$ cat src/hdl/line_monitor_pkg.sv
// Package for the line monitor readback block: register map, fields, scale steps.
// Assumes an 8-bit register port and converter samples in uW/mV/uA units.
package line_monitor_pkg;
	localparam int ADDR_W = 8;
	localparam int DATA_W = 8;
	localparam int SEL_W = 3;
	localparam int NUM_XSTR = 6;
	localparam int CODE_W = 8;
	localparam int MAG_W = 6;
	localparam int CALC_W = 24;

	// Register offsets
	localparam logic [ADDR_W-1:0] ADDR_PWR_SEL = 8'h4C;
	localparam logic [ADDR_W-1:0] ADDR_PWR = 8'h4D;
	localparam logic [ADDR_W-1:0] ADDR_LOOP_V = 8'h4E;
	localparam logic [ADDR_W-1:0] ADDR_LOOP_I = 8'h4F;
	localparam logic [ADDR_W-1:0] ADDR_TIP = 8'h50;
	localparam logic [ADDR_W-1:0] ADDR_RING = 8'h51;

	// Field layout of the signed loop registers
	localparam int SIGN_BIT = 6;
	localparam int MAG_MSB = 5;

	// Transistor select codes
	localparam logic [SEL_W-1:0] SEL_Q3 = 3'h2;
	localparam logic [SEL_W-1:0] SEL_Q4 = 3'h3;
	localparam logic [SEL_W-1:0] SEL_LAST = 3'h5;

	// Reset values, read idle value and top codes
	localparam logic [CODE_W-1:0] RST_CODE = 8'h00;
	localparam logic [SEL_W-1:0] RST_SEL = 3'h0;
	localparam logic [DATA_W-1:0] RD_IDLE = 8'h00;
	localparam logic [CODE_W-1:0] CODE_MAX = 8'hFF;
	localparam logic [MAG_W-1:0] MAG_MAX = 6'h3F;

	// One code step of each quantity, in the unit of its input sample
	localparam logic [CALC_W-1:0] PWR_BIG_STEP_UW = 24'h0076C0;
	localparam logic [CALC_W-1:0] PWR_SMALL_STEP_UW = 24'h000E24;
	localparam logic [CALC_W-1:0] GND_V_STEP_MV = 24'h000178;
	localparam logic [CALC_W-1:0] LOOP_V_STEP_MV = 24'h0005DC;
	localparam logic [CALC_W-1:0] LOOP_I_STEP_UA = 24'h0004E2;
endpackage : line_monitor_pkg

$ cat src/hdl/line_monitor_readback.sv
// Read-only line measurement registers plus the transistor power select pointer.
// Assumes converter samples arrive with a one-cycle meas_valid, synchronous to core_clk.
`timescale 1ns/100ps
module line_monitor_readback
	import line_monitor_pkg::*;
#(
	parameter int PWR_W = 24,
	parameter int VOLT_W = 18,
	parameter int CUR_W = 18
)
(
	input wire logic core_clk, // 100 MHz clock
	input wire logic sys_rst, // Synchronous reset, active high
	input wire logic [ADDR_W-1:0] reg_addr, // Register address
	input wire logic [DATA_W-1:0] reg_wdata, // Write data
	input wire logic reg_wr, // Write strobe
	input wire logic reg_rd, // Read strobe
	output logic [DATA_W-1:0] reg_rdata, // Read data, cycle after reg_rd
	input wire logic meas_valid, // New converter sample set
	input wire logic [NUM_XSTR-1:0][PWR_W-1:0] xstr_power_uw, // Per-transistor power, uW
	input wire logic signed [VOLT_W-1:0] tip_mv, // Tip to ground, mV
	input wire logic signed [VOLT_W-1:0] ring_mv, // Ring to ground, mV
	input wire logic signed [CUR_W-1:0] loop_ua, // Loop current, uA, forward positive
	output logic [SEL_W-1:0] power_monitor_select // Current transistor pointer
);

	generate
		if (PWR_W > CALC_W || VOLT_W + 1 > CALC_W || CUR_W + 1 > CALC_W || VOLT_W < 2 || CUR_W < 2)
		begin : g_bad_width
			$error("line_monitor_readback: sample widths exceed the scaling datapath");
		end
	endgenerate

	// Magnitude divided by one step, pinned at the top code
	function automatic logic [CODE_W-1:0] scale_code(input logic [CALC_W-1:0] mag,
		input logic [CALC_W-1:0] step, input logic [CODE_W-1:0] top);
		logic [CALC_W-1:0] q;
		q = mag / step;
		if (q > {{(CALC_W-CODE_W){1'b0}}, top})
			return top;
		return q[CODE_W-1:0];
	endfunction : scale_code

	function automatic logic [CALC_W-1:0] abs_calc(input logic signed [CALC_W-1:0] v);
		logic signed [CALC_W-1:0] n;
		n = -v;
		return v[CALC_W-1] ? n : v;
	endfunction : abs_calc

	logic [SEL_W-1:0] sel_r;
	logic [SEL_W-1:0] sel_nxt;
	logic [NUM_XSTR-1:0][CODE_W-1:0] xstr_code_r;
	logic [NUM_XSTR-1:0][CODE_W-1:0] xstr_code_nxt;
	logic [CODE_W-1:0] loop_v_r;
	logic [CODE_W-1:0] loop_v_nxt;
	logic [CODE_W-1:0] loop_i_r;
	logic [CODE_W-1:0] loop_i_nxt;
	logic [CODE_W-1:0] tip_r;
	logic [CODE_W-1:0] tip_nxt;
	logic [CODE_W-1:0] ring_r;
	logic [CODE_W-1:0] ring_nxt;
	logic [DATA_W-1:0] rdata_r;
	logic [DATA_W-1:0] rdata_nxt;

	// Per-transistor power codes; Q3 and Q4 share the small step, the others the big step
	genvar gi;
	generate
		for (gi = 0; gi < NUM_XSTR; gi++)
		begin : g_xstr
			localparam logic [SEL_W-1:0] CH = SEL_W'(gi);
			wire small_xstr = (CH == SEL_Q3) || (CH == SEL_Q4);
			wire [CALC_W-1:0] step = small_xstr ? PWR_SMALL_STEP_UW : PWR_BIG_STEP_UW;
			wire [CALC_W-1:0] pwr_ext = CALC_W'(xstr_power_uw[gi]);
			assign xstr_code_nxt[gi] = meas_valid ? scale_code(pwr_ext, step, CODE_MAX) : xstr_code_r[gi];
		end
	endgenerate

	// Loop and ground-referenced quantities
	wire signed [CALC_W-1:0] tip_ext = CALC_W'(tip_mv);
	wire signed [CALC_W-1:0] ring_ext = CALC_W'(ring_mv);
	wire signed [CALC_W-1:0] cur_ext = CALC_W'(loop_ua);
	wire signed [CALC_W-1:0] loop_diff = tip_ext - ring_ext;
	// Tip and ring only go negative; a positive excursion reads as zero
	wire [CALC_W-1:0] tip_mag = tip_ext[CALC_W-1] ? abs_calc(tip_ext) : '0;
	wire [CALC_W-1:0] ring_mag = ring_ext[CALC_W-1] ? abs_calc(ring_ext) : '0;
	wire [CODE_W-1:0] loop_v_mag = scale_code(abs_calc(loop_diff), LOOP_V_STEP_MV, CODE_W'(MAG_MAX));
	wire [CODE_W-1:0] loop_i_mag = scale_code(abs_calc(cur_ext), LOOP_I_STEP_UA, CODE_W'(MAG_MAX));
	wire [CODE_W-1:0] loop_v_code = {1'b0, loop_diff[CALC_W-1], loop_v_mag[MAG_MSB:0]};
	wire [CODE_W-1:0] loop_i_code = {1'b0, cur_ext[CALC_W-1], loop_i_mag[MAG_MSB:0]};

	assign loop_v_nxt = meas_valid ? loop_v_code : loop_v_r;
	assign loop_i_nxt = meas_valid ? loop_i_code : loop_i_r;
	assign tip_nxt = meas_valid ? scale_code(tip_mag, GND_V_STEP_MV, CODE_MAX) : tip_r;
	assign ring_nxt = meas_valid ? scale_code(ring_mag, GND_V_STEP_MV, CODE_MAX) : ring_r;

	// Pointer follows the selected code immediately, no resampling needed
	wire sel_defined = (sel_r <= SEL_LAST);
	wire [CODE_W-1:0] power_code = sel_defined ? xstr_code_r[sel_r] : RST_CODE;

	// Register decode; only the pointer accepts writes
	wire wr_sel = reg_wr && (reg_addr == ADDR_PWR_SEL);
	assign sel_nxt = wr_sel ? reg_wdata[SEL_W-1:0] : sel_r;

	wire hit_sel = (reg_addr == ADDR_PWR_SEL);
	wire hit_pwr = (reg_addr == ADDR_PWR);
	wire hit_lv = (reg_addr == ADDR_LOOP_V);
	wire hit_li = (reg_addr == ADDR_LOOP_I);
	wire hit_tip = (reg_addr == ADDR_TIP);
	wire hit_ring = (reg_addr == ADDR_RING);
	wire [DATA_W-1:0] rd_mux =
		hit_sel ? DATA_W'(sel_r) :
		hit_pwr ? power_code :
		hit_lv ? loop_v_r :
		hit_li ? loop_i_r :
		hit_tip ? tip_r :
		hit_ring ? ring_r : RD_IDLE;
	// Data stands only in the cycle after the strobe, idle zero otherwise
	assign rdata_nxt = reg_rd ? rd_mux : RD_IDLE;

	always_ff @(posedge core_clk)
	begin
		if (sys_rst)
		begin
			sel_r <= RST_SEL;
			rdata_r <= RD_IDLE;
		end
		else
		begin
			sel_r <= sel_nxt;
			rdata_r <= rdata_nxt;
		end
	end

	always_ff @(posedge core_clk)
	begin
		if (sys_rst)
		begin
			xstr_code_r <= '0;
			loop_v_r <= RST_CODE;
			loop_i_r <= RST_CODE;
			tip_r <= RST_CODE;
			ring_r <= RST_CODE;
		end
		else
		begin
			xstr_code_r <= xstr_code_nxt;
			loop_v_r <= loop_v_nxt;
			loop_i_r <= loop_i_nxt;
			tip_r <= tip_nxt;
			ring_r <= ring_nxt;
		end
	end

	assign reg_rdata = rdata_r;
	assign power_monitor_select = sel_r;

	// Checks
	localparam logic [CALC_W-1:0] PWR_BIG_STEP = PWR_BIG_STEP_UW;
	localparam logic [CALC_W-1:0] PWR_SMALL_STEP = PWR_SMALL_STEP_UW;
	// Magnitudes as the scaling sees them, for the step checks below
	wire [CALC_W-1:0] loop_v_abs = abs_calc(loop_diff);
	wire [CALC_W-1:0] loop_i_abs = abs_calc(cur_ext);

	property p_power_select;
		@(posedge core_clk) disable iff (sys_rst)
		reg_rd && hit_pwr && sel_defined |=> reg_rdata == $past(xstr_code_r[sel_r]);
	endproperty
	a_power_select: assert property (p_power_select) else $error("power read not from selected transistor");

	property p_power_big;
		@(posedge core_clk) disable iff (sys_rst)
		meas_valid && CALC_W'(xstr_power_uw[0]) < PWR_BIG_STEP * 255 |=>
			CALC_W'(xstr_code_r[0]) * PWR_BIG_STEP <= CALC_W'($past(xstr_power_uw[0]))
			&& CALC_W'($past(xstr_power_uw[0])) < (CALC_W'(xstr_code_r[0]) + 1) * PWR_BIG_STEP;
	endproperty
	a_power_big: assert property (p_power_big) else $error("Q1 power code off its 30.4 mW scale");

	property p_power_small;
		@(posedge core_clk) disable iff (sys_rst)
		meas_valid && CALC_W'(xstr_power_uw[2]) < PWR_SMALL_STEP * 255 |=>
			CALC_W'(xstr_code_r[2]) * PWR_SMALL_STEP <= CALC_W'($past(xstr_power_uw[2]))
			&& CALC_W'($past(xstr_power_uw[2])) < (CALC_W'(xstr_code_r[2]) + 1) * PWR_SMALL_STEP;
	endproperty
	a_power_small: assert property (p_power_small) else $error("Q3 power code off its 3.62 mW scale");

	property p_loop_v_sign;
		@(posedge core_clk) disable iff (sys_rst)
		meas_valid |=> loop_v_r[7] == 1'b0 && loop_v_r[SIGN_BIT] == ($past(tip_mv) < $past(ring_mv));
	endproperty
	a_loop_v_sign: assert property (p_loop_v_sign) else $error("loop voltage polarity wrong");

	property p_loop_v_mag;
		@(posedge core_clk) disable iff (sys_rst)
		meas_valid && abs_calc(loop_diff) >= LOOP_V_STEP_MV * 64 |=> loop_v_r[MAG_MSB:0] == MAG_MAX;
	endproperty
	a_loop_v_mag: assert property (p_loop_v_mag) else $error("loop voltage not pinned at full scale");

	property p_loop_i_sign;
		@(posedge core_clk) disable iff (sys_rst)
		meas_valid |=> loop_i_r[7] == 1'b0 && loop_i_r[SIGN_BIT] == ($past(loop_ua) < 0);
	endproperty
	a_loop_i_sign: assert property (p_loop_i_sign) else $error("loop current polarity wrong");

	property p_loop_i_mag;
		@(posedge core_clk) disable iff (sys_rst)
		meas_valid && abs_calc(cur_ext) < LOOP_I_STEP_UA |=> loop_i_r[MAG_MSB:0] == '0;
	endproperty
	a_loop_i_mag: assert property (p_loop_i_mag) else $error("loop current below one step not zero");

	property p_tip_scale;
		@(posedge core_clk) disable iff (sys_rst)
		meas_valid && tip_mag < GND_V_STEP_MV * 255 |=>
			CALC_W'(tip_r) * GND_V_STEP_MV <= $past(tip_mag) && $past(tip_mag) < (CALC_W'(tip_r) + 1) * GND_V_STEP_MV;
	endproperty
	a_tip_scale: assert property (p_tip_scale) else $error("tip code off its 0.376 V scale");

	property p_ring_hold;
		@(posedge core_clk) disable iff (sys_rst)
		!meas_valid ##1 !meas_valid |-> $stable(ring_r) && $stable(tip_r);
	endproperty
	a_ring_hold: assert property (p_ring_hold) else $error("ground voltage code moved with no sample");

	property p_sel_undefined;
		@(posedge core_clk) disable iff (sys_rst)
		reg_rd && hit_pwr && !sel_defined |=> reg_rdata == RD_IDLE;
	endproperty
	a_sel_undefined: assert property (p_sel_undefined) else $error("undefined pointer code gave power data");

	property p_ro_write;
		@(posedge core_clk) disable iff (sys_rst)
		reg_wr && !meas_valid && (hit_lv || hit_li || hit_tip || hit_ring || hit_pwr) |=>
			$stable(loop_v_r) && $stable(loop_i_r) && $stable(tip_r) && $stable(ring_r) && $stable(sel_r);
	endproperty
	a_ro_write: assert property (p_ro_write) else $error("write changed a measurement register");

	// Exact mid-range steps; the pinned ends have their own checks
	property p_loop_v_scale;
		@(posedge core_clk) disable iff (sys_rst)
		meas_valid && loop_v_abs < LOOP_V_STEP_MV * 63 |=>
			CALC_W'(loop_v_r[MAG_MSB:0]) * LOOP_V_STEP_MV <= $past(loop_v_abs)
			&& $past(loop_v_abs) < (CALC_W'(loop_v_r[MAG_MSB:0]) + 1) * LOOP_V_STEP_MV;
	endproperty
	a_loop_v_scale: assert property (p_loop_v_scale) else $error("loop voltage code off its 1.5 V scale");

	property p_loop_i_scale;
		@(posedge core_clk) disable iff (sys_rst)
		meas_valid && loop_i_abs < LOOP_I_STEP_UA * 63 |=>
			CALC_W'(loop_i_r[MAG_MSB:0]) * LOOP_I_STEP_UA <= $past(loop_i_abs)
			&& $past(loop_i_abs) < (CALC_W'(loop_i_r[MAG_MSB:0]) + 1) * LOOP_I_STEP_UA;
	endproperty
	a_loop_i_scale: assert property (p_loop_i_scale) else $error("loop current code off its 1.25 mA scale");

	property p_loop_i_top;
		@(posedge core_clk) disable iff (sys_rst)
		meas_valid && loop_i_abs >= LOOP_I_STEP_UA * 64 |=> loop_i_r[MAG_MSB:0] == MAG_MAX;
	endproperty
	a_loop_i_top: assert property (p_loop_i_top) else $error("loop current not pinned at full scale");

	property p_tip_top;
		@(posedge core_clk) disable iff (sys_rst)
		meas_valid && tip_mag >= GND_V_STEP_MV * 255 |=> tip_r == CODE_MAX;
	endproperty
	a_tip_top: assert property (p_tip_top) else $error("tip code not pinned at full scale");

	property p_ring_scale;
		@(posedge core_clk) disable iff (sys_rst)
		meas_valid && ring_mag < GND_V_STEP_MV * 255 |=>
			CALC_W'(ring_r) * GND_V_STEP_MV <= $past(ring_mag) && $past(ring_mag) < (CALC_W'(ring_r) + 1) * GND_V_STEP_MV;
	endproperty
	a_ring_scale: assert property (p_ring_scale) else $error("ring code off its 0.376 V scale");

	property p_ring_top;
		@(posedge core_clk) disable iff (sys_rst)
		meas_valid && ring_mag >= GND_V_STEP_MV * 255 |=> ring_r == CODE_MAX;
	endproperty
	a_ring_top: assert property (p_ring_top) else $error("ring code not pinned at full scale");

	property p_power_q6;
		@(posedge core_clk) disable iff (sys_rst)
		meas_valid && CALC_W'(xstr_power_uw[NUM_XSTR-1]) < PWR_BIG_STEP * 255 |=>
			CALC_W'(xstr_code_r[NUM_XSTR-1]) * PWR_BIG_STEP <= CALC_W'($past(xstr_power_uw[NUM_XSTR-1]))
			&& CALC_W'($past(xstr_power_uw[NUM_XSTR-1])) < (CALC_W'(xstr_code_r[NUM_XSTR-1]) + 1) * PWR_BIG_STEP;
	endproperty
	a_power_q6: assert property (p_power_q6) else $error("Q6 power code off its 30.4 mW scale");

	property p_sel_write;
		@(posedge core_clk) disable iff (sys_rst)
		wr_sel |=> sel_r == $past(reg_wdata[SEL_W-1:0]);
	endproperty
	a_sel_write: assert property (p_sel_write) else $error("pointer write did not land");

	// Data must not linger, or a stale value passes for a fresh read
	property p_rdata_idle;
		@(posedge core_clk) disable iff (sys_rst)
		!reg_rd |=> reg_rdata == RD_IDLE;
	endproperty
	a_rdata_idle: assert property (p_rdata_idle) else $error("read data stood outside its answer cycle");

	c_read_power: cover property (@(posedge core_clk) disable iff (sys_rst) wr_sel ##1 reg_rd && hit_pwr);
	c_reverse_loop: cover property (@(posedge core_clk) disable iff (sys_rst) meas_valid && loop_diff < 0);
	c_tip_full: cover property (@(posedge core_clk) disable iff (sys_rst) meas_valid ##1 tip_r == CODE_MAX);
	c_back_to_back: cover property (@(posedge core_clk) disable iff (sys_rst) reg_rd ##1 reg_rd);
	c_undefined_read: cover property (@(posedge core_clk) disable iff (sys_rst) reg_rd && hit_pwr && !sel_defined);

endmodule : line_monitor_readback

$ cat config.mk
export PLATFORM = sky130hd
export DESIGN_NAME = line_monitor_readback
export DESIGN_NICKNAME = d
export VERILOG_FILES = /design/src/hdl/line_monitor_pkg.sv /design/src/hdl/line_monitor_readback.sv
export SDC_FILE = /design/constraint.sdc
export NUM_CORES = 1
export LEC_CHECK = 0
export ABC_AREA = 1
export BUFFER_PORTS_ARGS = -buffer_cell sky130_fd_sc_hd__buf_2
export CAP_MARGIN = 20
export CORE_UTILIZATION = 60
export DETAILED_ROUTE_END_ITERATION = 10
export HOLD_SLACK_MARGIN = 0.02
export PLACE_DENSITY_LB_ADDON = 0.1
export SYNTH_ARGS = -nofsm -noshare
export SYNTH_HDL_FRONTEND = slang
export SYNTH_SLANG_ARGS = --single-unit
$ cat constraint.sdc
create_clock -name core_clk -period 30.6 [get_ports core_clk]
set_input_delay 6.12 -clock core_clk [delete_from_list [all_inputs] [get_ports core_clk]]
set_output_delay 6.12 -clock core_clk [all_outputs]
set_load 0.05 [all_outputs]
==> impl_metrics.ini <==
[run_status]
status = finished, final reports clean

[clocking]
htreeDepth = 3
clk_pin_slew_ns = 0.06
cts_sinks = 89
cts_inserted_buffers = 9
clk_latency_ns = 0.34
cts_hold_buf = 0
clock_path_buffers = 2
cts_tree = built
cts_setup_buffers = 0
cts_resized = 0
root_buffer = clkbuf_16

[timing]
final.period_utilization_pct = 52.4
slew_viol_final = 0
rsz0062_at_grt = false
fin_skew_ns = 0.00484
setup_violations = 0
period_needed_ns = 16.04
tightest_slew_ns = 0.821
hold_violations = 0
clock.fmax_ghz = 0.0623
finalSetupTns_ns = 0
relSlewSlack_pct = 45.2

[die]
die_area_sq_mm = 0.0431
fp-row-count = 74
chipWidth_microns = 208
coreArea_sq_mm = 0.0413
io_pins = 230
initial_utilization_pct = 61.4
fp.dieH_microns = 208

[routing]
wl_met2_microns = 28800
wl_per_cell_microns = 11.2
num_vias = 28600
dr.first_iter.drc_count = 1475
drcViolationCount = 0
wl_met1_microns = 29400
routed_wl_microns = 61700
drt_first_pass_iters = 6
vias_per_cell = 5.22
wl_met3_microns = 2450
highest_layer = met5
drtAntennaViolNets = 0

[flow_run]
maxCapViolations = 0

[cells_and_area]
multi_input_area_sq_mm = 0.0203
register_area_sq_mm = 0.00178
nNetsFinal = 5194
fillers = 4271
drive_above_1_share_pct = 11.9
area_growth_pct = 6.46

[yosys]
synth_seq_cells = 89
synth.area.top_cells = nand2_1, inv_1, xor2_1, nand3_1, dfxtp_1
yosys_most_used_dff = dfxtp_1
yosysMostFrequentCell = nand2_1
synth_top_family_by_area = simple AND/OR/NAND/NOR gates
yosysTopAreaCell = nand2_1
muxShareOfSynthArea_pct = 0
synth-xor-area-share_pct = 12.9
netlist_top_cells_count = nand2_1, inv_1, nor2_1
synth_top_area_share_pct = 22.6
async_flop_share_pct = 0
synth_edf_count = 0
synth_fa_ha_area_share_pct = 1.26
yosysUniqueCellTypes = 70
syn-num-nets = 5031
ys_warn_count = 0
seq_area_frac_synth_pct = 7.02
syn_inst = 4787
syn_area_sq_mm = 0.0254
yosys.area_share.simple_pct = 52.8
synth_area_per_cell_sq_um = 5.30
synth_compound_area_share_pct = 13.3

[place]
portBuffers = 196
dpl.hpwl_microns = 52200
gp_congestion = 0.913

[global_routing]
grt_usage_pct = 27.6
grt_start_max_net_pins = 74
grt_pass1_wl_microns = 105000
grt_pass1_vias = 24800
overflow = 0
antenna_found_initial = 3

[critical_path]
worst-setup-path-type = in -> reg
start_kind = input pin
r2r-start = power_monitor_select[0]
reg2reg_slack_ns = 27.73
cp-endpoint = xstr_code_r[8]
setup.worst_path.end_class = flip-flop
worst_ep_required_time_ns = 30.87
cp_slowest_cell = o21ai_0
critPathMostFrequentCell = nand2_1
cpPeakStageDelay_ns = 0.51
timing.rr.end = reg_rdata[7]
crit_start = xstr_power_uw[39]
crit_path_max_fanout = 12
crit_arrival_ns = 16.32
ff2ff_path_depth = 7

[worst_hold_path]
hold_class = reg -> reg
[layer usage]
metal / up-vias / GRT usage (%)
li1: 15600 / -
met4: 2 / 5.85
met1: 12500 / 35.7
met5: - / 0
met3: 56 / 1.39
met2: 499 / 50.4
[how the worst min path moves through the flow]
stage,depth (start not counted),to,slack (ns),startpoint
6_report,2,reg_rdata[3],0.50,loop_v_r[3]
5_1_grt,2,reg_rdata[3],0.51,loop_v_r[3]
4_1_cts,2,reg_rdata[3],0.50,loop_v_r[3]
3_5_place_dp,2,reg_rdata[3],0.49,loop_v_r[3]
3_3_place_gp,2,reg_rdata[3],0.48,loop_v_r[3]
2_1_floorplan,2,loop_v_r[6],0.45,loop_v_r[6]
[cells in the final DEF, fill, tap and decap left out, drive strengths merged, types with 24 or more instances in the layout]
cell    count
nand2    1747
inv       766
nor2      497
nand3     464
xor2      296
o21ai     216
buf       200
a21oi     155
dfxtp      89
xnor2      75
nand4      72
o221ai     68
nor3       49
nand3b     43
ha         24
[critical path: cells and delay by family]
kind | cells | cell delay (ns)
buf+inv | 5 | 0.55
simple gates | 49 | 6.22
compound gates | 10 | 2.66
xor+xnor | 4 | 0.78
[registers in the layout, indices dropped and copies added (netlist names)]
name / flops
xstr_code_r: 48
reg_rdata: 8
ring_r: 8
tip_r: 8
loop_i_r: 7
loop_v_r: 7
power_monitor_select: 3
[metrics by stage]
step | instance area (sq um) | hold WS, ns | utilization [%] | worst slack, ns | instances
after floorplan | 25400 | 0.450 | - | 16.26 | 4787
after detailed placement | 26700 | 0.490 | 64.6 | 14.40 | 5468
after global routing | 27000 | 0.514 | 65.4 | 13.19 | 5489
final | 27000 | 0.503 | 65.4 | 14.56 | 5489
after global placement | 26700 | 0.485 | 64.6 | 14.42 | 5468
after CTS | 27000 | 0.500 | 65.3 | 14.72 | 5484
[final cells by class]
type / count / share of cell area, %
tap: 532 / 2.46
antenna: 2 / 0.0185
sequential: 89 / 6.60
inverter: 773 / 10.8
timing repair buffer: 201 / 3.81
clock buffer: 9 / 0.834
clock inverter: 7 / 0.199
multi-input combinational: 3876 / 75.3
[kinds of logic (layout without fill, tap and decap cells)]
family	after synthesis	count (layout)
other	0	2
AO/OA/AOI/OAI	546	546
XOR/XNOR	371	371
buffers and inverters	822	990
adder cells (fa/ha/maj)	25	25
flip-flops	89	89
AND/OR/NAND/NOR	2934	2934
Power is not shown: default switching activity piles up to over one toggle a cycle in this logic, so the estimate is an artifact.
